[src/logic/charger_pkg.sv]
package charger_pkg;

  // Register map (byte addresses on the serial register port)
  localparam logic [7:0] LIMIT_CTRL_ADDR  = 8'h02;
  localparam logic [7:0] MODE_CTRL_ADDR   = 8'h07;
  localparam logic [7:0] STATUS_ADDR      = 8'h0B;
  localparam logic [7:0] UNMAPPED_DATA    = 8'h00;

  // Field positions in charge_mode_control
  localparam int CHG_EN_BIT   = 0;
  localparam int REG_DIS_BIT  = 3;

  // Field layout of the input-limit control register
  localparam int LIM_MSB      = 3;
  localparam int LIM_LSB      = 0;

  // Input-limit codes
  localparam logic [3:0] LIM_100MA  = 4'h0;
  localparam logic [3:0] LIM_500MA  = 4'h6;
  localparam logic [3:0] LIM_1500MA = 4'hB;

  // Reset values
  localparam logic       CHG_EN_RESET  = 1'b0;
  localparam logic       REG_DIS_RESET = 1'b0;
  localparam logic [3:0] LIM_RESET     = LIM_100MA;

  // Serial port framing
  localparam logic [3:0] BITS_PER_BYTE = 4'h8;
  localparam logic [6:0] DEV_ADDR_DEF  = 7'h2A;  // Arbitrary bus address

  // Operating modes
  typedef enum logic [8:0] {
    MODE_STANDBY  = 9'h001,
    MODE_SUSPEND  = 9'h002,
    MODE_SYS_OFF  = 9'h004,
    MODE_REG_ONLY = 9'h008,
    MODE_TRICKLE  = 9'h010,
    MODE_WEAK     = 9'h020,
    MODE_FAST     = 9'h040,
    MODE_NO_BAT   = 9'h080,
    MODE_SHORTED  = 9'h100
  } mode_t;

  // Serial port states
  typedef enum logic [6:0] {
    SER_IDLE = 7'h01,
    SER_ADDR = 7'h02,
    SER_REG  = 7'h04,
    SER_WDAT = 7'h08,
    SER_RDAT = 7'h10,
    SER_ACK  = 7'h20,
    SER_MACK = 7'h40
  } ser_state_t;

endpackage : charger_pkg

[src/logic/charger_mode_control.sv]
`timescale 1ns/1ps
// Operation
// - Charge enable pin low/floating disables charging
// - High-current pin high selects 1500 mA limit
// - Limit pin low 100 mA, high 500 mA
// - Pin levels set initial parameters after power-up
// - Written register field overrides matching pin
// - Supply connect/disconnect returns control to pins
// - Bit D0 of charge_mode_control enables all charging
// - Bit D3 disables regulator; isolation follows enable
// - Regulator off, isolation on, any battery
// - Charger off: regulator 4.3 V, isolation off
// - Below dead threshold: trickle, regulator, isolation off
// - Weak uses trickle, fast does not
// - No battery: trickle/isolation off, regulator on
// - Shorted battery: trickle on, isolation off
// - Battery-OK output active from weak threshold
// - Limit field resets to 100 mA, writes override
module charger_mode_control #(
  parameter logic [6:0] DEV_ADDR = charger_pkg::DEV_ADDR_DEF  // Arbitrary bus address
) (
  input  wire logic       ref_clk,           // 50 MHz core clock
  input  wire logic       arst_n,            // Async reset, active low
  input  wire logic       ce,                // Clock enable, freezes all state
  input  wire logic       sclIn,             // Serial clock pin
  input  wire logic       sdaIn,             // Serial data pin level
  output logic            sdaOut,            // Serial data drive value, always low
  output logic            sdaOe,             // Serial data pull-down enable
  input  wire logic       chargeEnablePin,   // Charge enable pin
  input  wire logic       highCurrentPin,    // High-current select pin
  input  wire logic       limitSelectPin,    // Current-limit select pin
  input  wire logic       supplyPresent,     // Supply input detected
  input  wire logic       batBelowDead,      // Battery below dead threshold
  input  wire logic       batBelowWeak,      // Battery below weak threshold
  input  wire logic       batAbsent,         // No battery detected
  input  wire logic       batShorted,        // Battery rail shorted
  output logic            trickleOn,         // Trickle path on
  output logic            regulatorOn,       // Regulator holds rail at 4.3 V
  output logic            chargeLoopOn,      // Charger loop holds rail at 3.4 V or more
  output logic            isolationOn,       // Battery isolation FET on
  output logic [3:0]      inputLimitCode,    // Applied input current limit
  output logic [8:0]      modeOut,           // One-hot operating mode
  output logic            batteryOkOut,      // Battery-OK drive value, always low
  output logic            batteryOkOe        // Battery-OK pull-down enable
);

  typedef struct packed {
    charger_pkg::ser_state_t ser;
    charger_pkg::ser_state_t after;
    logic [7:0]              shift;
    logic [3:0]              cnt;
    logic [7:0]              ptr;
    logic                    sclPrev;
    logic                    sdaPrev;
    logic                    sdaOe;
    logic                    chgBit;
    logic                    chgOvr;
    logic                    regDis;
    logic [3:0]              limField;
    logic                    limOvr;
    logic                    supplyPrev;
    charger_pkg::mode_t      mode;
    logic                    trickleOn;
    logic                    regulatorOn;
    logic                    chargeLoopOn;
    logic                    isolationOn;
    logic                    batOkOe;
    logic [3:0]              limit;
  } state_t;
  state_t st_reg;
  state_t st_next;
  logic [9:0] syncLv;
  logic       sclS, sdaS, chgPinS, hiPinS, limPinS, supplyS, deadS, weakS, absentS, shortS;
  logic       chgEff;
  logic       wrStrobe;
  logic [3:0] pinLimit;
  // All outside levels go through the three-stage synchroniser
  level_sync #(
    .WIDTH     (10),
    .RESET_VAL (10'h003)
  ) u_sync (
    .ref_clk  (ref_clk),
    .arst_n   (arst_n),
    .ce       (ce),
    .asyncIn  ({batShorted, batAbsent, batBelowWeak, batBelowDead, supplyPresent,
                limitSelectPin, highCurrentPin, chargeEnablePin, sdaIn, sclIn}),
    .levelOut (syncLv)
  );
  assign {shortS, absentS, weakS, deadS, supplyS, limPinS, hiPinS, chgPinS, sdaS, sclS} = syncLv;
  // Register read decode
  function automatic logic [7:0] readReg(input logic [7:0] addr, input state_t s,
                                         input logic effChg);
    logic [7:0] d;
    d = charger_pkg::UNMAPPED_DATA;
    case (addr)
      charger_pkg::LIMIT_CTRL_ADDR: d[charger_pkg::LIM_MSB:charger_pkg::LIM_LSB] = s.limit;
      charger_pkg::MODE_CTRL_ADDR: begin
        d[charger_pkg::CHG_EN_BIT]  = effChg;
        d[charger_pkg::REG_DIS_BIT] = s.regDis;
      end
      charger_pkg::STATUS_ADDR: d = {s.isolationOn, s.chargeLoopOn, s.regulatorOn, s.trickleOn,
                                     s.batOkOe, s.chgOvr, s.limOvr, s.supplyPrev};
      default: d = charger_pkg::UNMAPPED_DATA;
    endcase
    return d;
  endfunction : readReg
  // Pin-derived values; the high-current pin outranks the limit pin
  always_comb begin
    chgEff   = st_reg.chgOvr ? st_reg.chgBit : chgPinS;
    pinLimit = hiPinS ? charger_pkg::LIM_1500MA :
               (limPinS ? charger_pkg::LIM_500MA : charger_pkg::LIM_100MA);
  end
  // Serial register port, mode selection and output decode
  always_comb begin
    logic sclRise;
    logic sclFall;
    logic startCond;
    logic stopCond;
    logic [7:0] rd;
    sclRise   = sclS && !st_reg.sclPrev;
    sclFall   = !sclS && st_reg.sclPrev;
    startCond = sclS && st_reg.sclPrev && st_reg.sdaPrev && !sdaS;
    stopCond  = sclS && st_reg.sclPrev && !st_reg.sdaPrev && sdaS;
    rd        = readReg(st_reg.ptr, st_reg, chgEff);
    wrStrobe  = 1'b0;
    st_next         = st_reg;
    st_next.sclPrev = sclS;
    st_next.sdaPrev = sdaS;

    // Supply edge hands control back to the pins; a write in the same cycle wins
    st_next.supplyPrev = supplyS;
    if (supplyS != st_reg.supplyPrev) begin
      st_next.chgOvr = 1'b0;
      st_next.limOvr = 1'b0;
    end

    if (startCond) begin
      st_next.ser   = charger_pkg::SER_ADDR;
      st_next.cnt   = 4'h0;
      st_next.sdaOe = 1'b0;
    end else if (stopCond) begin
      st_next.ser   = charger_pkg::SER_IDLE;
      st_next.sdaOe = 1'b0;
    end else begin
      case (st_reg.ser)
        charger_pkg::SER_IDLE: st_next.sdaOe = 1'b0;
        charger_pkg::SER_ADDR, charger_pkg::SER_REG, charger_pkg::SER_WDAT: begin
          if (sclRise) begin
            st_next.shift = {st_reg.shift[6:0], sdaS};
            st_next.cnt   = st_reg.cnt + 4'h1;
          end else if (sclFall && st_reg.cnt == charger_pkg::BITS_PER_BYTE) begin
            st_next.ser   = charger_pkg::SER_ACK;
            st_next.sdaOe = 1'b1;
            if (st_reg.ser == charger_pkg::SER_ADDR) begin
              if (st_reg.shift[7:1] != DEV_ADDR) begin
                st_next.ser   = charger_pkg::SER_IDLE;
                st_next.sdaOe = 1'b0;
              end
              st_next.after = st_reg.shift[0] ? charger_pkg::SER_RDAT : charger_pkg::SER_REG;
            end else if (st_reg.ser == charger_pkg::SER_REG) begin
              st_next.ptr   = st_reg.shift;
              st_next.after = charger_pkg::SER_WDAT;
            end else begin
              wrStrobe      = 1'b1;
              st_next.ptr   = st_reg.ptr + 8'h01;
              st_next.after = charger_pkg::SER_WDAT;
              // A write takes the field over from its pin
              if (st_reg.ptr == charger_pkg::MODE_CTRL_ADDR) begin
                st_next.chgBit = st_reg.shift[charger_pkg::CHG_EN_BIT];
                st_next.regDis = st_reg.shift[charger_pkg::REG_DIS_BIT];
                st_next.chgOvr = 1'b1;
              end else if (st_reg.ptr == charger_pkg::LIMIT_CTRL_ADDR) begin
                st_next.limField = st_reg.shift[charger_pkg::LIM_MSB:charger_pkg::LIM_LSB];
                st_next.limOvr   = 1'b1;
              end
            end
          end
        end
        charger_pkg::SER_ACK: begin
          if (sclFall) begin
            st_next.ser   = st_reg.after;
            st_next.cnt   = 4'h0;
            st_next.sdaOe = 1'b0;
            if (st_reg.after == charger_pkg::SER_RDAT) begin
              st_next.shift = rd;
              st_next.ptr   = st_reg.ptr + 8'h01;
              st_next.sdaOe = !rd[7];
            end
          end
        end
        charger_pkg::SER_RDAT: begin
          if (sclRise) begin
            st_next.cnt = st_reg.cnt + 4'h1;
          end else if (sclFall) begin
            if (st_reg.cnt == charger_pkg::BITS_PER_BYTE) begin
              st_next.ser   = charger_pkg::SER_MACK;
              st_next.sdaOe = 1'b0;
            end else begin
              st_next.shift = {st_reg.shift[6:0], 1'b0};
              st_next.sdaOe = !st_reg.shift[6];
            end
          end
        end
        charger_pkg::SER_MACK: begin
          // Master acknowledge continues the read, a not-acknowledge ends it
          if (sclRise) begin
            st_next.ser   = sdaS ? charger_pkg::SER_IDLE : charger_pkg::SER_ACK;
            st_next.after = charger_pkg::SER_RDAT;
          end
        end
        default: begin
          st_next.ser   = charger_pkg::SER_IDLE;
          st_next.sdaOe = 1'b0;
        end
      endcase
    end

    // Applied limit: override field if written, else pins
    st_next.limit = st_reg.limOvr ? st_reg.limField : pinLimit;

    // Mode selection, battery faults outrank voltage bands
    if (!supplyS) begin
      st_next.mode = charger_pkg::MODE_STANDBY;
    end else if (st_reg.regDis) begin
      st_next.mode = chgEff ? charger_pkg::MODE_SYS_OFF : charger_pkg::MODE_SUSPEND;
    end else if (!chgEff) begin
      st_next.mode = charger_pkg::MODE_REG_ONLY;
    end else if (shortS) begin
      st_next.mode = charger_pkg::MODE_SHORTED;
    end else if (absentS) begin
      st_next.mode = charger_pkg::MODE_NO_BAT;
    end else if (deadS) begin
      st_next.mode = charger_pkg::MODE_TRICKLE;
    end else if (weakS) begin
      st_next.mode = charger_pkg::MODE_WEAK;
    end else begin
      st_next.mode = charger_pkg::MODE_FAST;
    end

    // Path controls per mode
    st_next.trickleOn    = 1'b0;
    st_next.regulatorOn  = 1'b0;
    st_next.chargeLoopOn = 1'b0;
    st_next.isolationOn  = 1'b0;
    case (st_next.mode)
      charger_pkg::MODE_STANDBY:  st_next.isolationOn = 1'b1;
      charger_pkg::MODE_SUSPEND:  st_next.isolationOn = 1'b1;
      charger_pkg::MODE_SYS_OFF:  st_next.isolationOn = 1'b0;
      charger_pkg::MODE_REG_ONLY: st_next.regulatorOn = 1'b1;
      charger_pkg::MODE_TRICKLE: begin
        st_next.trickleOn   = 1'b1;
        st_next.regulatorOn = 1'b1;
      end
      charger_pkg::MODE_WEAK: begin
        st_next.trickleOn    = 1'b1;
        st_next.chargeLoopOn = 1'b1;
      end
      charger_pkg::MODE_FAST:     st_next.chargeLoopOn = 1'b1;
      charger_pkg::MODE_NO_BAT:   st_next.regulatorOn = 1'b1;
      charger_pkg::MODE_SHORTED: begin
        st_next.trickleOn   = 1'b1;
        st_next.regulatorOn = 1'b1;
      end
      default: st_next.isolationOn = 1'b1;
    endcase

    // Battery OK pulls down once the weak threshold is reached
    st_next.batOkOe = !weakS && !deadS && !absentS && !shortS;
  end

  // Reset leaves every override clear, so pins rule after power-up
  always_ff @(posedge ref_clk or negedge arst_n) begin
    if (!arst_n) begin
      st_reg <= '{ser: charger_pkg::SER_IDLE, after: charger_pkg::SER_IDLE,
                  shift: 8'h00, cnt: 4'h0, ptr: 8'h00, sclPrev: 1'b1, sdaPrev: 1'b1,
                  sdaOe: 1'b0, chgBit: charger_pkg::CHG_EN_RESET, chgOvr: 1'b0,
                  regDis: charger_pkg::REG_DIS_RESET, limField: charger_pkg::LIM_RESET,
                  limOvr: 1'b0, supplyPrev: 1'b0, mode: charger_pkg::MODE_STANDBY,
                  trickleOn: 1'b0, regulatorOn: 1'b0, chargeLoopOn: 1'b0,
                  isolationOn: 1'b1, batOkOe: 1'b0, limit: charger_pkg::LIM_RESET};
    end else if (ce) begin
      st_reg <= st_next;
    end
  end

  // Outputs straight from the state register; sdaOut and batteryOkOut are tied low
  assign sdaOut         = 1'b0;
  assign sdaOe          = st_reg.sdaOe;
  assign trickleOn      = st_reg.trickleOn;
  assign regulatorOn    = st_reg.regulatorOn;
  assign chargeLoopOn   = st_reg.chargeLoopOn;
  assign isolationOn    = st_reg.isolationOn;
  assign inputLimitCode = st_reg.limit;
  assign modeOut        = st_reg.mode;
  assign batteryOkOut   = 1'b0;
  assign batteryOkOe    = st_reg.batOkOe;
  // Checks tying outputs to their causes
  chk_chg_pin_off: assert property (@(posedge ref_clk) disable iff (!arst_n)
    ce && supplyS && !st_reg.regDis && !st_reg.chgOvr && !chgPinS
      |=> modeOut == charger_pkg::MODE_REG_ONLY)
    else $error("charging not disabled by low enable pin");
  chk_hi_limit: assert property (@(posedge ref_clk) disable iff (!arst_n)
    ce && !st_reg.limOvr && hiPinS |=> inputLimitCode == charger_pkg::LIM_1500MA)
    else $error("high-current pin did not give 1500 mA");
  chk_lo_limit: assert property (@(posedge ref_clk) disable iff (!arst_n)
    ce && !st_reg.limOvr && !hiPinS
      |=> inputLimitCode == ($past(limPinS) ? charger_pkg::LIM_500MA : charger_pkg::LIM_100MA))
    else $error("limit pin mapping wrong");
  chk_limit_ovr: assert property (@(posedge ref_clk) disable iff (!arst_n)
    ce && st_reg.limOvr |=> inputLimitCode == $past(st_reg.limField))
    else $error("written limit not applied");
  chk_supply_edge: assert property (@(posedge ref_clk) disable iff (!arst_n)
    ce && (supplyS != st_reg.supplyPrev) && !wrStrobe |=> !st_reg.chgOvr && !st_reg.limOvr)
    else $error("supply change kept overrides");
  chk_suspend: assert property (@(posedge ref_clk) disable iff (!arst_n)
    modeOut == charger_pkg::MODE_SUSPEND |-> isolationOn && !regulatorOn && !trickleOn)
    else $error("suspend paths wrong");
  chk_sys_off: assert property (@(posedge ref_clk) disable iff (!arst_n)
    ce && supplyS && st_reg.regDis
      |=> isolationOn == !$past(chgEff) && !regulatorOn && !trickleOn)
    else $error("isolation does not follow charge enable");
  chk_trickle: assert property (@(posedge ref_clk) disable iff (!arst_n)
    modeOut == charger_pkg::MODE_TRICKLE |-> trickleOn && regulatorOn && !isolationOn)
    else $error("trickle paths wrong");
  chk_weak_fast: assert property (@(posedge ref_clk) disable iff (!arst_n)
    chargeLoopOn |-> trickleOn == (modeOut == charger_pkg::MODE_WEAK))
    else $error("weak/fast trickle path wrong");
  chk_faults: assert property (@(posedge ref_clk) disable iff (!arst_n)
    modeOut == charger_pkg::MODE_SHORTED || modeOut == charger_pkg::MODE_NO_BAT
      |-> regulatorOn && !isolationOn && trickleOn == (modeOut == charger_pkg::MODE_SHORTED))
    else $error("battery fault paths wrong");
  chk_bat_ok: assert property (@(posedge ref_clk) disable iff (!arst_n)
    ce |=> batteryOkOe == $past(!weakS && !deadS && !absentS && !shortS))
    else $error("battery-OK output wrong");

endmodule : charger_mode_control

[src/logic/level_sync.sv]
`timescale 1ns/1ps
// Three-stage synchroniser; a new level is accepted once stages two and three agree
module level_sync #(
  parameter int              WIDTH    = 1,
  parameter logic [WIDTH-1:0] RESET_VAL = '0
) (
  input  wire logic             ref_clk,   // Core clock
  input  wire logic             arst_n,    // Async reset, active low
  input  wire logic             ce,        // Clock enable
  input  wire logic [WIDTH-1:0] asyncIn,   // Levels from outside the clock domain
  output logic      [WIDTH-1:0] levelOut   // Clean synchronised levels
);

  typedef struct packed {
    logic [WIDTH-1:0] s1;
    logic [WIDTH-1:0] s2;
    logic [WIDTH-1:0] s3;
    logic [WIDTH-1:0] level;
  } sync_t;

  sync_t st_reg;
  sync_t st_next;

  // Stage one feeds only stage two, so metastability never reaches logic
  always_comb begin
    st_next    = st_reg;
    st_next.s1 = asyncIn;
    st_next.s2 = st_reg.s1;
    st_next.s3 = st_reg.s2;
    for (int i = 0; i < WIDTH; i++) begin
      if (st_reg.s2[i] == st_reg.s3[i]) begin
        st_next.level[i] = st_reg.s3[i];
      end
    end
  end

  // State register, frozen while ce is low
  always_ff @(posedge ref_clk or negedge arst_n) begin
    if (!arst_n) begin
      st_reg <= '{s1: RESET_VAL, s2: RESET_VAL, s3: RESET_VAL, level: RESET_VAL};
    end else if (ce) begin
      st_reg <= st_next;
    end
  end

  assign levelOut = st_reg.level;

endmodule : level_sync

[config.mk]
export PLATFORM = sky130hd
export DESIGN_NAME = charger_mode_control
export DESIGN_NICKNAME = d
export VERILOG_FILES = /design/src/logic/charger_pkg.sv /design/src/logic/charger_mode_control.sv /design/src/logic/level_sync.sv
export SDC_FILE = /design/constraint.sdc
export NUM_CORES = 1
export LEC_CHECK = 0
export BUFFER_PORTS_ARGS = -buffer_cell sky130_fd_sc_hd__buf_4
export CAP_MARGIN = 20
export CELL_PAD_IN_SITES_DETAIL_PLACEMENT = 0
export CELL_PAD_IN_SITES_GLOBAL_PLACEMENT = 1
export CORE_MARGIN = 2
export CORE_UTILIZATION = 52
export DETAILED_ROUTE_END_ITERATION = 8
export PLACE_DENSITY_LB_ADDON = 0.12
export SLEW_MARGIN = 40
export SYNTH_ARGS = -nofsm -noshare
export SYNTH_HDL_FRONTEND = slang
export SYNTH_SLANG_ARGS = --single-unit
[constraint.sdc]
create_clock -name ref_clk -period 3.25 [get_ports ref_clk]
set_clock_uncertainty 0.2 [all_clocks]
set_input_delay 0.4875 -clock ref_clk [delete_from_list [all_inputs] [get_ports ref_clk]]
set_output_delay 0.4875 -clock ref_clk [all_outputs]
set_load 0.05 [all_outputs]
==> flow_summary.toml, run 1 <==
[run_status]
outcome = "completed"

[place]
dpl_worst_slack_ns = 0.7123
portBuffers = 31
globalplace.congestion = 0.9190
dpl-instance-area_sq_um = 5429
hpwl_um = 7042
dp.cells = 629

[clock_tree]
cts_sinks = 101
cts-htree-levels = 3
insertion_delay_ns = 0.37
cts.repair.resized = 0
clk_pin_slew_ns = 0.10
numCtsBuffers = 9
post_cts_buffers = 0
clockBufferDepth = 2
cts_tree = "yes"
ctsRootBufferMaster = "clkbuf_8"

[layout]
area_delta_synth_final_pct = 8.751
diodes = 0
layout_commonest_cell = "dfrtp_1"
final_cell_mix = "dfrtp_1 (87), mux2_2 (49), nand2_1 (45)"
layout.nets = 525
drive_gt1_share_pct = 25.73
fin_area_sq_um = 5644
largest_reg_flops = 42
final_cells = 646

[routing]
vias = 3591
drt_iter0_markers = 131
routedWlPerCell_um = 15.30
drc = 0
vias_per_cell = 5.559
wl_um = 9885
dr.pass1.iters = 4
ant_nets = 0

[min_path]
hold_end = "u_sync.st_next[23]"
holdCritStartpoint = "highCurrentPin"
whs_path_depth = 2
min_path_type = "in2reg"

[floorplanning]
start_util_pct = 53.34
die_area_sq_um = 10800
io_pins = 34
die_x_um = 103.9
coreArea_sq_um = 9729
die_height_um = 103.9
rows = 36

[synth]
yosys.cell_types.count = 62
yosys-top-cells-area = "dfrtp_1 (42%), mux2_2 (11%), dfstp_2 (7.1%)"
synthDominantCellAreaShare_pct = 41.95
synthCells = 495
yosysSeqAreaShare_pct = 49.04
yosys_most_used_dff = "dfrtp_1"
netlist_area_sq_um = 5190
yosys_warnings = 0
synth_edf_count = 0
ys_ff_latch = 101
avgSynthCellArea_sq_um = 10.48
synthArstFlopShare_pct = 100.0
yosys.area.top_type = "dfrtp_1"

[critical_path]
cp_max_fo = 15
crit_path_end_kind = "flop"
reg2reg_from = "st_reg[58]"
cp.arrival_ns = 2.63
startpoint_type = "flop"
r2r_cells = 7
r2r-end = "st_reg[31]"
critPathRequiredTime_ns = 3.32
r2r_slack_ns = 0.68
path_class = "reg2reg"

[power_and_ir_drop]
pwr_density_cell_nw_per_um2 = 560.8
p_leak_nw = 2.462
finalPower_w = 0.003165
ir_worst_vdd_mv = 0.4302

[grt]
grt_usage_pct = 19.51
gr-usage-met1_pct = 27.36
antenna_found_initial = 0
grt_pass1_wl_um = 17260
grt_pass1_vias = 3511
globalRouteMet2Util_pct = 30.50
gr-total-overflow = 0
met3_usage_pct = 4.511
grt_start_max_net_pins = 53
busiest_layer = "met2"

[sta]
fin_crit_sh_pct = 78.95
drv_slew = 0
tightest_slew_ns = 0.7413
period_minus_slack_ns = 2.566
max_freq_ghz = 0.3897
rsz0062_at_grt = "false"
setup_viol = 0
slew_headroom_pct = 50.06
post-route-worst-setup-slack_ns = 0.6841
hold_viol_final = 0
setup_tns_ns = 0

[run]
drv_cap = 0
layer usage:
layer | vias up | part of all wire, %
li1 | 1766 | -
met1 | 1754 | 48
met2 | 58 | 47
met3 | 13 | 3.3
met4 | 0 | 1.3
met5 | - | 0
critical path, cell delays in order, from the launching register on:
cell and delay (ns):
dfrtp_1 0.48, nor3_1 0.22, buf_4 0.20, and3_1 0.41
nand3_4 0.12, a211oi_4 0.26, buf_4 0.24, mux2_2 0.35
where the power goes:
part	internal [W]	total [W]	switching, W
Clock	0.000371	0.000827	0.000455
Combinational	0.000287	0.000724	0.000437
Sequential	0.00144	0.00161	0.000173
Total	0.00210	0.00317	0.00107
layout make-up:
type	instances	area, sq um
clock buffers	10	127.6
clock inverters	6	77.57
fillers	873	4085
inverters	19	71.32
multi-input cells	340	2364
flip-flops and latches	101	2545
well taps	133	166.4
repair buffers	37	292.8
per-stage QoR:
stage                     hold WS (ns)  utilization, %
after floorplan              -0.008091               -
after global placement          0.2567           55.80
after CTS                       0.1157           58.01
after detailed placement        0.2638           55.80
after global routing            0.1153           58.01
final                           0.1396           58.01
synthesized netlist by cell type (3+ instances only):
cell type / number
dfrtp_1: 87
mux2_2: 49
nand2_1: 45
a21oi_1: 44
nor2_1: 36
o21ai_0: 26
nand3_1: 20
inv_1: 19
nand2b_1: 19
buf_4: 15
dfstp_2: 14
clkbuf_1: 8
nor2b_1: 8
a22o_1: 7
buf_2: 6
and3_1: 5
buf_1: 5
mux2i_1: 5
o22ai_1: 5
ha_1: 4
o211ai_1: 4
a221oi_1: 3
a31oi_1: 3
nand3b_1: 3
nand4_1: 3
logic make-up after synthesis:
logic type / after synthesis / synth area share, %
other: 1 / 0.07225
DFF: 101 / 49.04
AOI/OAI and AO/OA: 112 / 14.80
muxes: 56 / 12.03
and+or+nand+nor: 163 / 17.09
xor gates and xnor gates: 3 / 0.5064
adders and majority gates: 4 / 0.9644
buffers and inverters: 55 / 5.497
how the worst max path moves through the flow:
stage,endpoint,startpoint,slack [ns],cells past startpoint
3_5_place_dp,st_reg[31],st_reg[58],0.71,7
6_report,st_reg[31],st_reg[58],0.68,7
5_1_grt,st_reg[31],st_reg[58],0.57,7
4_1_cts,st_reg[31],st_reg[58],0.70,7
2_1_floorplan,st_reg[20],u_sync.levelOut[0],1.04,6
3_3_place_gp,st_reg[31],st_reg[58],0.74,7
timing repair:
item | CTS | global route
hold buffers | 1 | 0
setup endpoints to repair | 0 | 0
endpoints found under the hold margin | 38 | 0
No activity file was read; power rests on OpenSTA's default activity.
==> run 2: changes to the inputs <==
- ABC_AREA: not set -> 1
- CORE_UTILIZATION: 52 -> 45
- clock period: 3.25 -> 2.4 ns (I/O delays scaled with it)
==> flow_summary.toml, run 2 <==
[floorplanning]
die_x_um = 113.0
die_height_um = 113.0
start_util_pct = 46.46
coreArea_sq_um = 11520
die_area_sq_um = 12780
io_pins = 34
rows = 39

[synth]
synthCells = 690
synthAdderAreaFrac_pct = 0.9355
yosys_most_used_dff = "dfrtp_1"
ys_ff_latch = 101
yosys_warnings = 0
synth.mux.area_fraction_pct = 0
netlist_area_sq_um = 5350
synthXorXnorAreaFrac_pct = 0.8185
yosysMostFrequentCell = "nand2_1"
avgSynthCellArea_sq_um = 7.754
yosysSeqAreaShare_pct = 47.57
yosys.cell_types.count = 38
synth-compound-area-share_pct = 11.62
yosys.area.top_type = "dfrtp_1"
synthTopCellsByCount = "nand2_1 (220), dfrtp_1 (87), inv_1 (66)"
synthDominantCellAreaShare_pct = 40.69
synth_edf_count = 0
yosys-top-cells-area = "dfrtp_1 (41%), nand2_1 (15%), dfstp_2 (6.9%)"
synth_top_family_by_area = "simple AND/OR/NAND/NOR gates"
synthSimpleGateAreaFrac_pct = 29.44
synthArstFlopShare_pct = 100.0

[routing]
routedWlPerCell_um = 13.55
wl_um = 11600
ant_nets = 0
dr.pass1.iters = 4
vias_per_cell = 4.950
vias = 4237
drt_iter0_markers = 270
drc = 0

[clock_tree]
numCtsBuffers = 9
ctsRootBufferMaster = "clkbuf_16"
clockBufferDepth = 2
cts-htree-levels = 3
cts_sinks = 101
clk_pin_slew_ns = 0.07
insertion_delay_ns = 0.35
cts_tree = "yes"

[critical_path]
timing.critical_path.cells = "inv_1, ha_1, nand2_1, nor2_1, inv_1, nor2_2, nand4_1, nor2_1, nand2_1, nand2_1, nand2_1"
cp.arrival_ns = 2.21
cp_common_cell = "nand2_1"
critPathRequiredTime_ns = 2.44
reg2reg_from = "st_reg[38]"
cp_max_fo = 5
startpoint_type = "flop"
slowest_delay_ns = 0.41
path_class = "reg2reg"
critical_path.startpoint = "st_reg[38]"
crit_path_end_kind = "flop"
critical_path.slowest_cell = "dfrtp_1"

[power_and_ir_drop]
seq_power_share_pct = 45.3
switching_power_w = 0.001499
power.internal_w = 0.003176
sw_frac_of_total_pct = 32.06
p_clk_share_pct = 34.6
pwr-share-comb_pct = 20.1
p_leak_nw = 2.984
ir_worst_vdd_mv = 0.4725
finalPower_w = 0.004675
pwr_density_cell_nw_per_um2 = 782.4

[layout]
diodes = 0
regArea_sq_um = 2545
layout_commonest_cell = "nand2_1"
drive_gt1_share_pct = 17.25
fillCellCount = 1170
final_cells = 856
fin_area_sq_um = 5976
final_cell_mix = "nand2_1 (219), dfrtp_1 (87), inv_1 (66)"
largest_reg_flops = 42
area_delta_synth_final_pct = 11.69
multi_input_area_sq_um = 2301
layout.nets = 725

[sta]
slew_headroom_pct = 63.25
max_freq_ghz = 0.4603
period_minus_slack_ns = 2.172
holdWs_ns = 0.01371
drv_slew = 0
rsz0062_at_grt = "false"
setup_tns_ns = 0
setup_viol = 0
fin_crit_sh_pct = 90.52
tightest_slew_ns = 0.5492
hold_viol_final = 0

[place]
portBuffers = 31
hpwl_um = 8532
globalplace.congestion = 0.9127
dpl-instance-area_sq_um = 5629
dp.cells = 839

[min_path]
holdCritStartpoint = "highCurrentPin"
min_path_type = "in2reg"

[grt]
grt_start_max_net_pins = 60
gr-total-overflow = 0
grt_pass1_wl_um = 20090
grt_pass1_vias = 4157
grt_usage_pct = 19.70
antenna_found_initial = 0

[run]
drv_cap = 0

[run_status]
outcome = "completed"
-- run 2: changes by cell type in the layout (fill, tap and decap cells not counted), moves of 19 or more --
cell      change
o21ai_0      +36
nand2_1     +174
nand2b_1     -19
mux2_2       -49
inv_1        +47
nor2_1       +28
a21oi_1      -30
-- run 2: per-layer routing --
| metal | vias up | global-route usage [%] | share of wire [%] |
|---|---|---|---|
| met2 | 44 | 32.10 | 48 |
| met1 | 1978 | 26.29 | 48 |
| met3 | 14 | 4.928 | 2.5 |
| li1 | 2201 | - | - |
| met4 | 0 | 5.528 | 1.5 |
| met5 | - | 0 | 0 |
-- run 2: metrics by stage --
stage / util, % / setup slack, ns
3_5_place_dp: 48.88 / 0.2093
4_1_cts: 51.87 / 0.1900
6_report: 51.89 / 0.2276
5_1_grt: 51.89 / 0.04983
2_1_floorplan: - / 0.5102
3_3_place_gp: 48.88 / 0.2890
-- run 2: final timing paths --
path	slack (ns)	depth (start not counted)	to
hold reg to reg	0.26	2	st_reg[50]
min in group asynchronous	0.38	2	st_reg[40]
hold / removal	0.01	3	u_sync.st_next[23]
setup / recovery	0.23	11	st_reg[20]
setup reg to reg	0.23	11	st_reg[20]
max in group asynchronous	0.96	3	modeOut[0]
-- run 2: cell type report --
type,instances,share of cell area [%]
sequential,101,42.59
multi-input combinational,480,38.51
timing repair buffer,41,5.611
inverter,75,4.711
clock buffer,9,3.769
tap,143,2.994
clock inverter,7,1.822
-- run 2: power by group through the flow --
stage | clock network (W) | registers, W | logic, W
final | 0.00162 | 0.00212 | 0.000939
after global routing | 0.00174 | 0.00215 | 0.00106
after CTS | 0.00167 | 0.00212 | 0.000949
after detailed placement | 0 | 0.00215 | 0.000945
after global placement | 0 | 0.00214 | 0.000927
after floorplan | 0 | 0.00214 | 0.000712
-- run 2: critical path: cells and delay by family (launching register included) --
kind,cells,cell delay [ns]
adder cells (fa/ha/maj),1,0.14
buffers and inverters,2,0.20
AND/OR/NAND/NOR,8,1.10
flip-flops,1,0.41
-- run 2: kinds of logic (layout without fill, tap and decap cells) --
family,after synthesis,after routing
xor+xnor,5,5
simple gates,362,362
flops,101,101
compound gates,107,107
fa+ha+maj,4,4
buf+inv,110,132
other cells,1,2
-- run 2: what timing repair did --
item,in CTS,in global routing
hold buffers,1,0
resized for setup,0,1
endpoints found under the hold margin,29,0
endpoints found under the setup margin,0,6
setup buffers,0,0
==> run 3: changes to the inputs <==
- MAX_ROUTING_LAYER: not set -> met4
- SYNTH_HIERARCHICAL: not set -> 1
==> flow_summary.toml, run 3 <==
[clock_tree]
cts_sinks = 101
numCtsBuffers = 9
clk_pin_slew_ns = 0.07
cts-htree-levels = 3
clockBufferDepth = 2
insertion_delay_ns = 0.35
ctsRootBufferMaster = "clkbuf_16"
cts_tree = "yes"

[synth]
yosys.cell_types.count = 40
yosys_warnings = 6
yosys-top-cells-area = "dfrtp_1 (39%), nand2_1 (16%), inv_1 (6.7%)"
netlist_area_sq_um = 5635
synthTopCellsByCount = "nand2_1 (235), inv_1 (101), dfrtp_1 (87)"
avgSynthCellArea_sq_um = 7.504
ys_ff_latch = 101
yosys_most_used_dff = "dfrtp_1"
yosys.area.top_type = "dfrtp_1"
synth_edf_count = 0
synthCells = 751
synthDominantCellAreaShare_pct = 38.63
yosysMostFrequentCell = "nand2_1"
synthArstFlopShare_pct = 100.0
yosysSeqAreaShare_pct = 45.16

[power_and_ir_drop]
pwr_density_cell_nw_per_um2 = 790.6
p_leak_nw = 3.178
ir_worst_vdd_mv = 0.5937

[grt]
grt_usage_pct = 20.36
grt_pass1_wl_um = 20700
gr-total-overflow = 0
grt_start_max_net_pins = 41
grt_pass1_vias = 4188
antenna_found_initial = 0

[floorplanning]
die_height_um = 115.9
rows = 40
die_x_um = 115.9
io_pins = 34
die_area_sq_um = 13430
start_util_pct = 46.53
coreArea_sq_um = 12110

[routing]
drc = 0
vias = 4431
ant_nets = 0
wl_um = 12160
drt_iter0_markers = 330
vias_per_cell = 4.749
dr.pass1.iters = 4
routedWlPerCell_um = 13.04

[layout]
multi_input_area_sq_um = 2367
final_cell_mix = "nand2_1 (235), inv_1 (101), dfrtp_1 (87)"
layout_commonest_cell = "nand2_1"
regArea_sq_um = 2545
area_delta_synth_final_pct = 9.192
diodes = 0
fin_area_sq_um = 6153
layout.nets = 777
largest_reg_flops = 42
fillCellCount = 1223
drive_gt1_share_pct = 14.77

[sta]
max_freq_ghz = 0.4621
tightest_slew_ns = 0.5390
fin_crit_sh_pct = 90.18
slew_headroom_pct = 63.94
setup_tns_ns = 0
drv_slew = 0
rsz0062_at_grt = "false"
hold_viol_final = 0
setup_viol = 0
period_minus_slack_ns = 2.164
holdWs_ns = 0.01958

[run]
drv_cap = 0

[critical_path]
path_class = "reg2reg"
slowest_delay_ns = 0.55
startpoint_type = "flop"
crit_path_end_kind = "flop"
critical_path.slowest_cell = "dfstp_2"
critPathRequiredTime_ns = 2.44
cp_max_fo = 16
timing.critical_path.cells = "inv_1, nand2_1, nor2_1, nand2_2, nand2_1, nor2_2, nand2_2, nand3_4, nand2_1, o21ai_2, inv_1"
cp.arrival_ns = 2.21
cp_common_cell = "nand2_1"

[run_status]
outcome = "completed"

[place]
hpwl_um = 8992
dpl-instance-area_sq_um = 5837
globalplace.congestion = 0.9187
portBuffers = 31

[min_path]
min_path_type = "in2reg"
run 3: cell types whose count changed after synthesis, moves of 4 or more:
cell | previous run | this run
a21oi_1 | 14 | 21
o21ai_0 | 62 | 50
nand2_1 | 220 | 235
buf_4 | 16 | 30
o21ai_1 | 5 | 10
nand3b_1 | 0 | 4
clkbuf_1 | 11 | 5
inv_1 | 66 | 101
nor2_2 | 5 | 9
nand3_2 | 0 | 4
o21ai_2 | 14 | 7
nand3_1 | 38 | 46
run 3: logic make-up (layout without fill, tap and decap cells):
group / after synthesis / in the layout / share of synthesized area, %
AO/OA/AOI/OAI: 99 / 99 / 9.925
XOR/XNOR: 5 / 5 / 0.7771
adder cells (fa/ha/maj): 4 / 4 / 0.8881
buffers and inverters: 151 / 164 / 12.90
flip-flops: 101 / 101 / 45.16
other: 1 / 2 / 0.06654
AND/OR/NAND/NOR: 390 / 390 / 30.28
run 3: layer usage:
| layer | wire length [um] | global-route usage [%] |
|---|---|---|
| met2 | 5945 | 32.83 |
| met3 | 403 | 4.864 |
| met5 | 0 | - |
| met4 | 104 | 3.968 |
| met1 | 5709 | 26.47 |
run 3: worst max-delay path: cells and delay by family (launching register included):
family,cells,cell delay (ns)
compound gates,1,0.06
buf+inv,2,0.12
flops,1,0.55
simple gates,8,1.12
run 3: cell type report:
type                    count  share of cell area (%)
inverters                 107                   6.527
well taps                 168                   3.416
flip-flops and latches    101                   41.36
clock buffers              11                   3.945
multi-input cells         500                   38.47
repair buffers             41                   5.246
clock inverters             5                   1.037
run 3: worst paths after layout:
kind,from,to,slack (ns),cells past startpoint
worst max-delay path,st_reg[57],st_reg[48],0.24,11
worst min-delay path,batAbsent,u_sync/st_next[28],0.02,3
worst max register to register,st_reg[57],st_reg[48],0.24,11
worst min register to register,st_reg[50],st_reg[50],0.26,2
max in group asynchronous,arst_n,st_reg[57],1.01,3
min in group asynchronous,arst_n,st_reg[31],0.29,2
run 3: power breakdown:
part	internal (W)	total, W	switching (W)
combinational	0.000371	0.00116	0.000791
clock	0.000851	0.00150	0.000649
sequential	0.00198	0.00220	0.000221
run 3: repair_timing:
action                                 in CTS  in global routing
resized for setup                           0                  0
buffers inserted                            0                  0
hold buffers                                1                  0
endpoints found under the hold margin      27                  0
run 3: metrics by stage:
| step | instances | util [%] | setup WS, ns | power (W) |
|---|---|---|---|---|
| after CTS | 933 | 50.81 | 0.2079 | 0.004944 |
| final | 933 | 50.81 | 0.2358 | 0.004865 |
| after detailed placement | 916 | 48.19 | 0.2146 | 0.003410 |
| after floorplan | 752 | - | 0.5077 | 0.003155 |
| after global routing | 933 | 50.81 | 0.04903 | 0.005177 |
| after global placement | 916 | 48.19 | 0.2149 | 0.003379 |
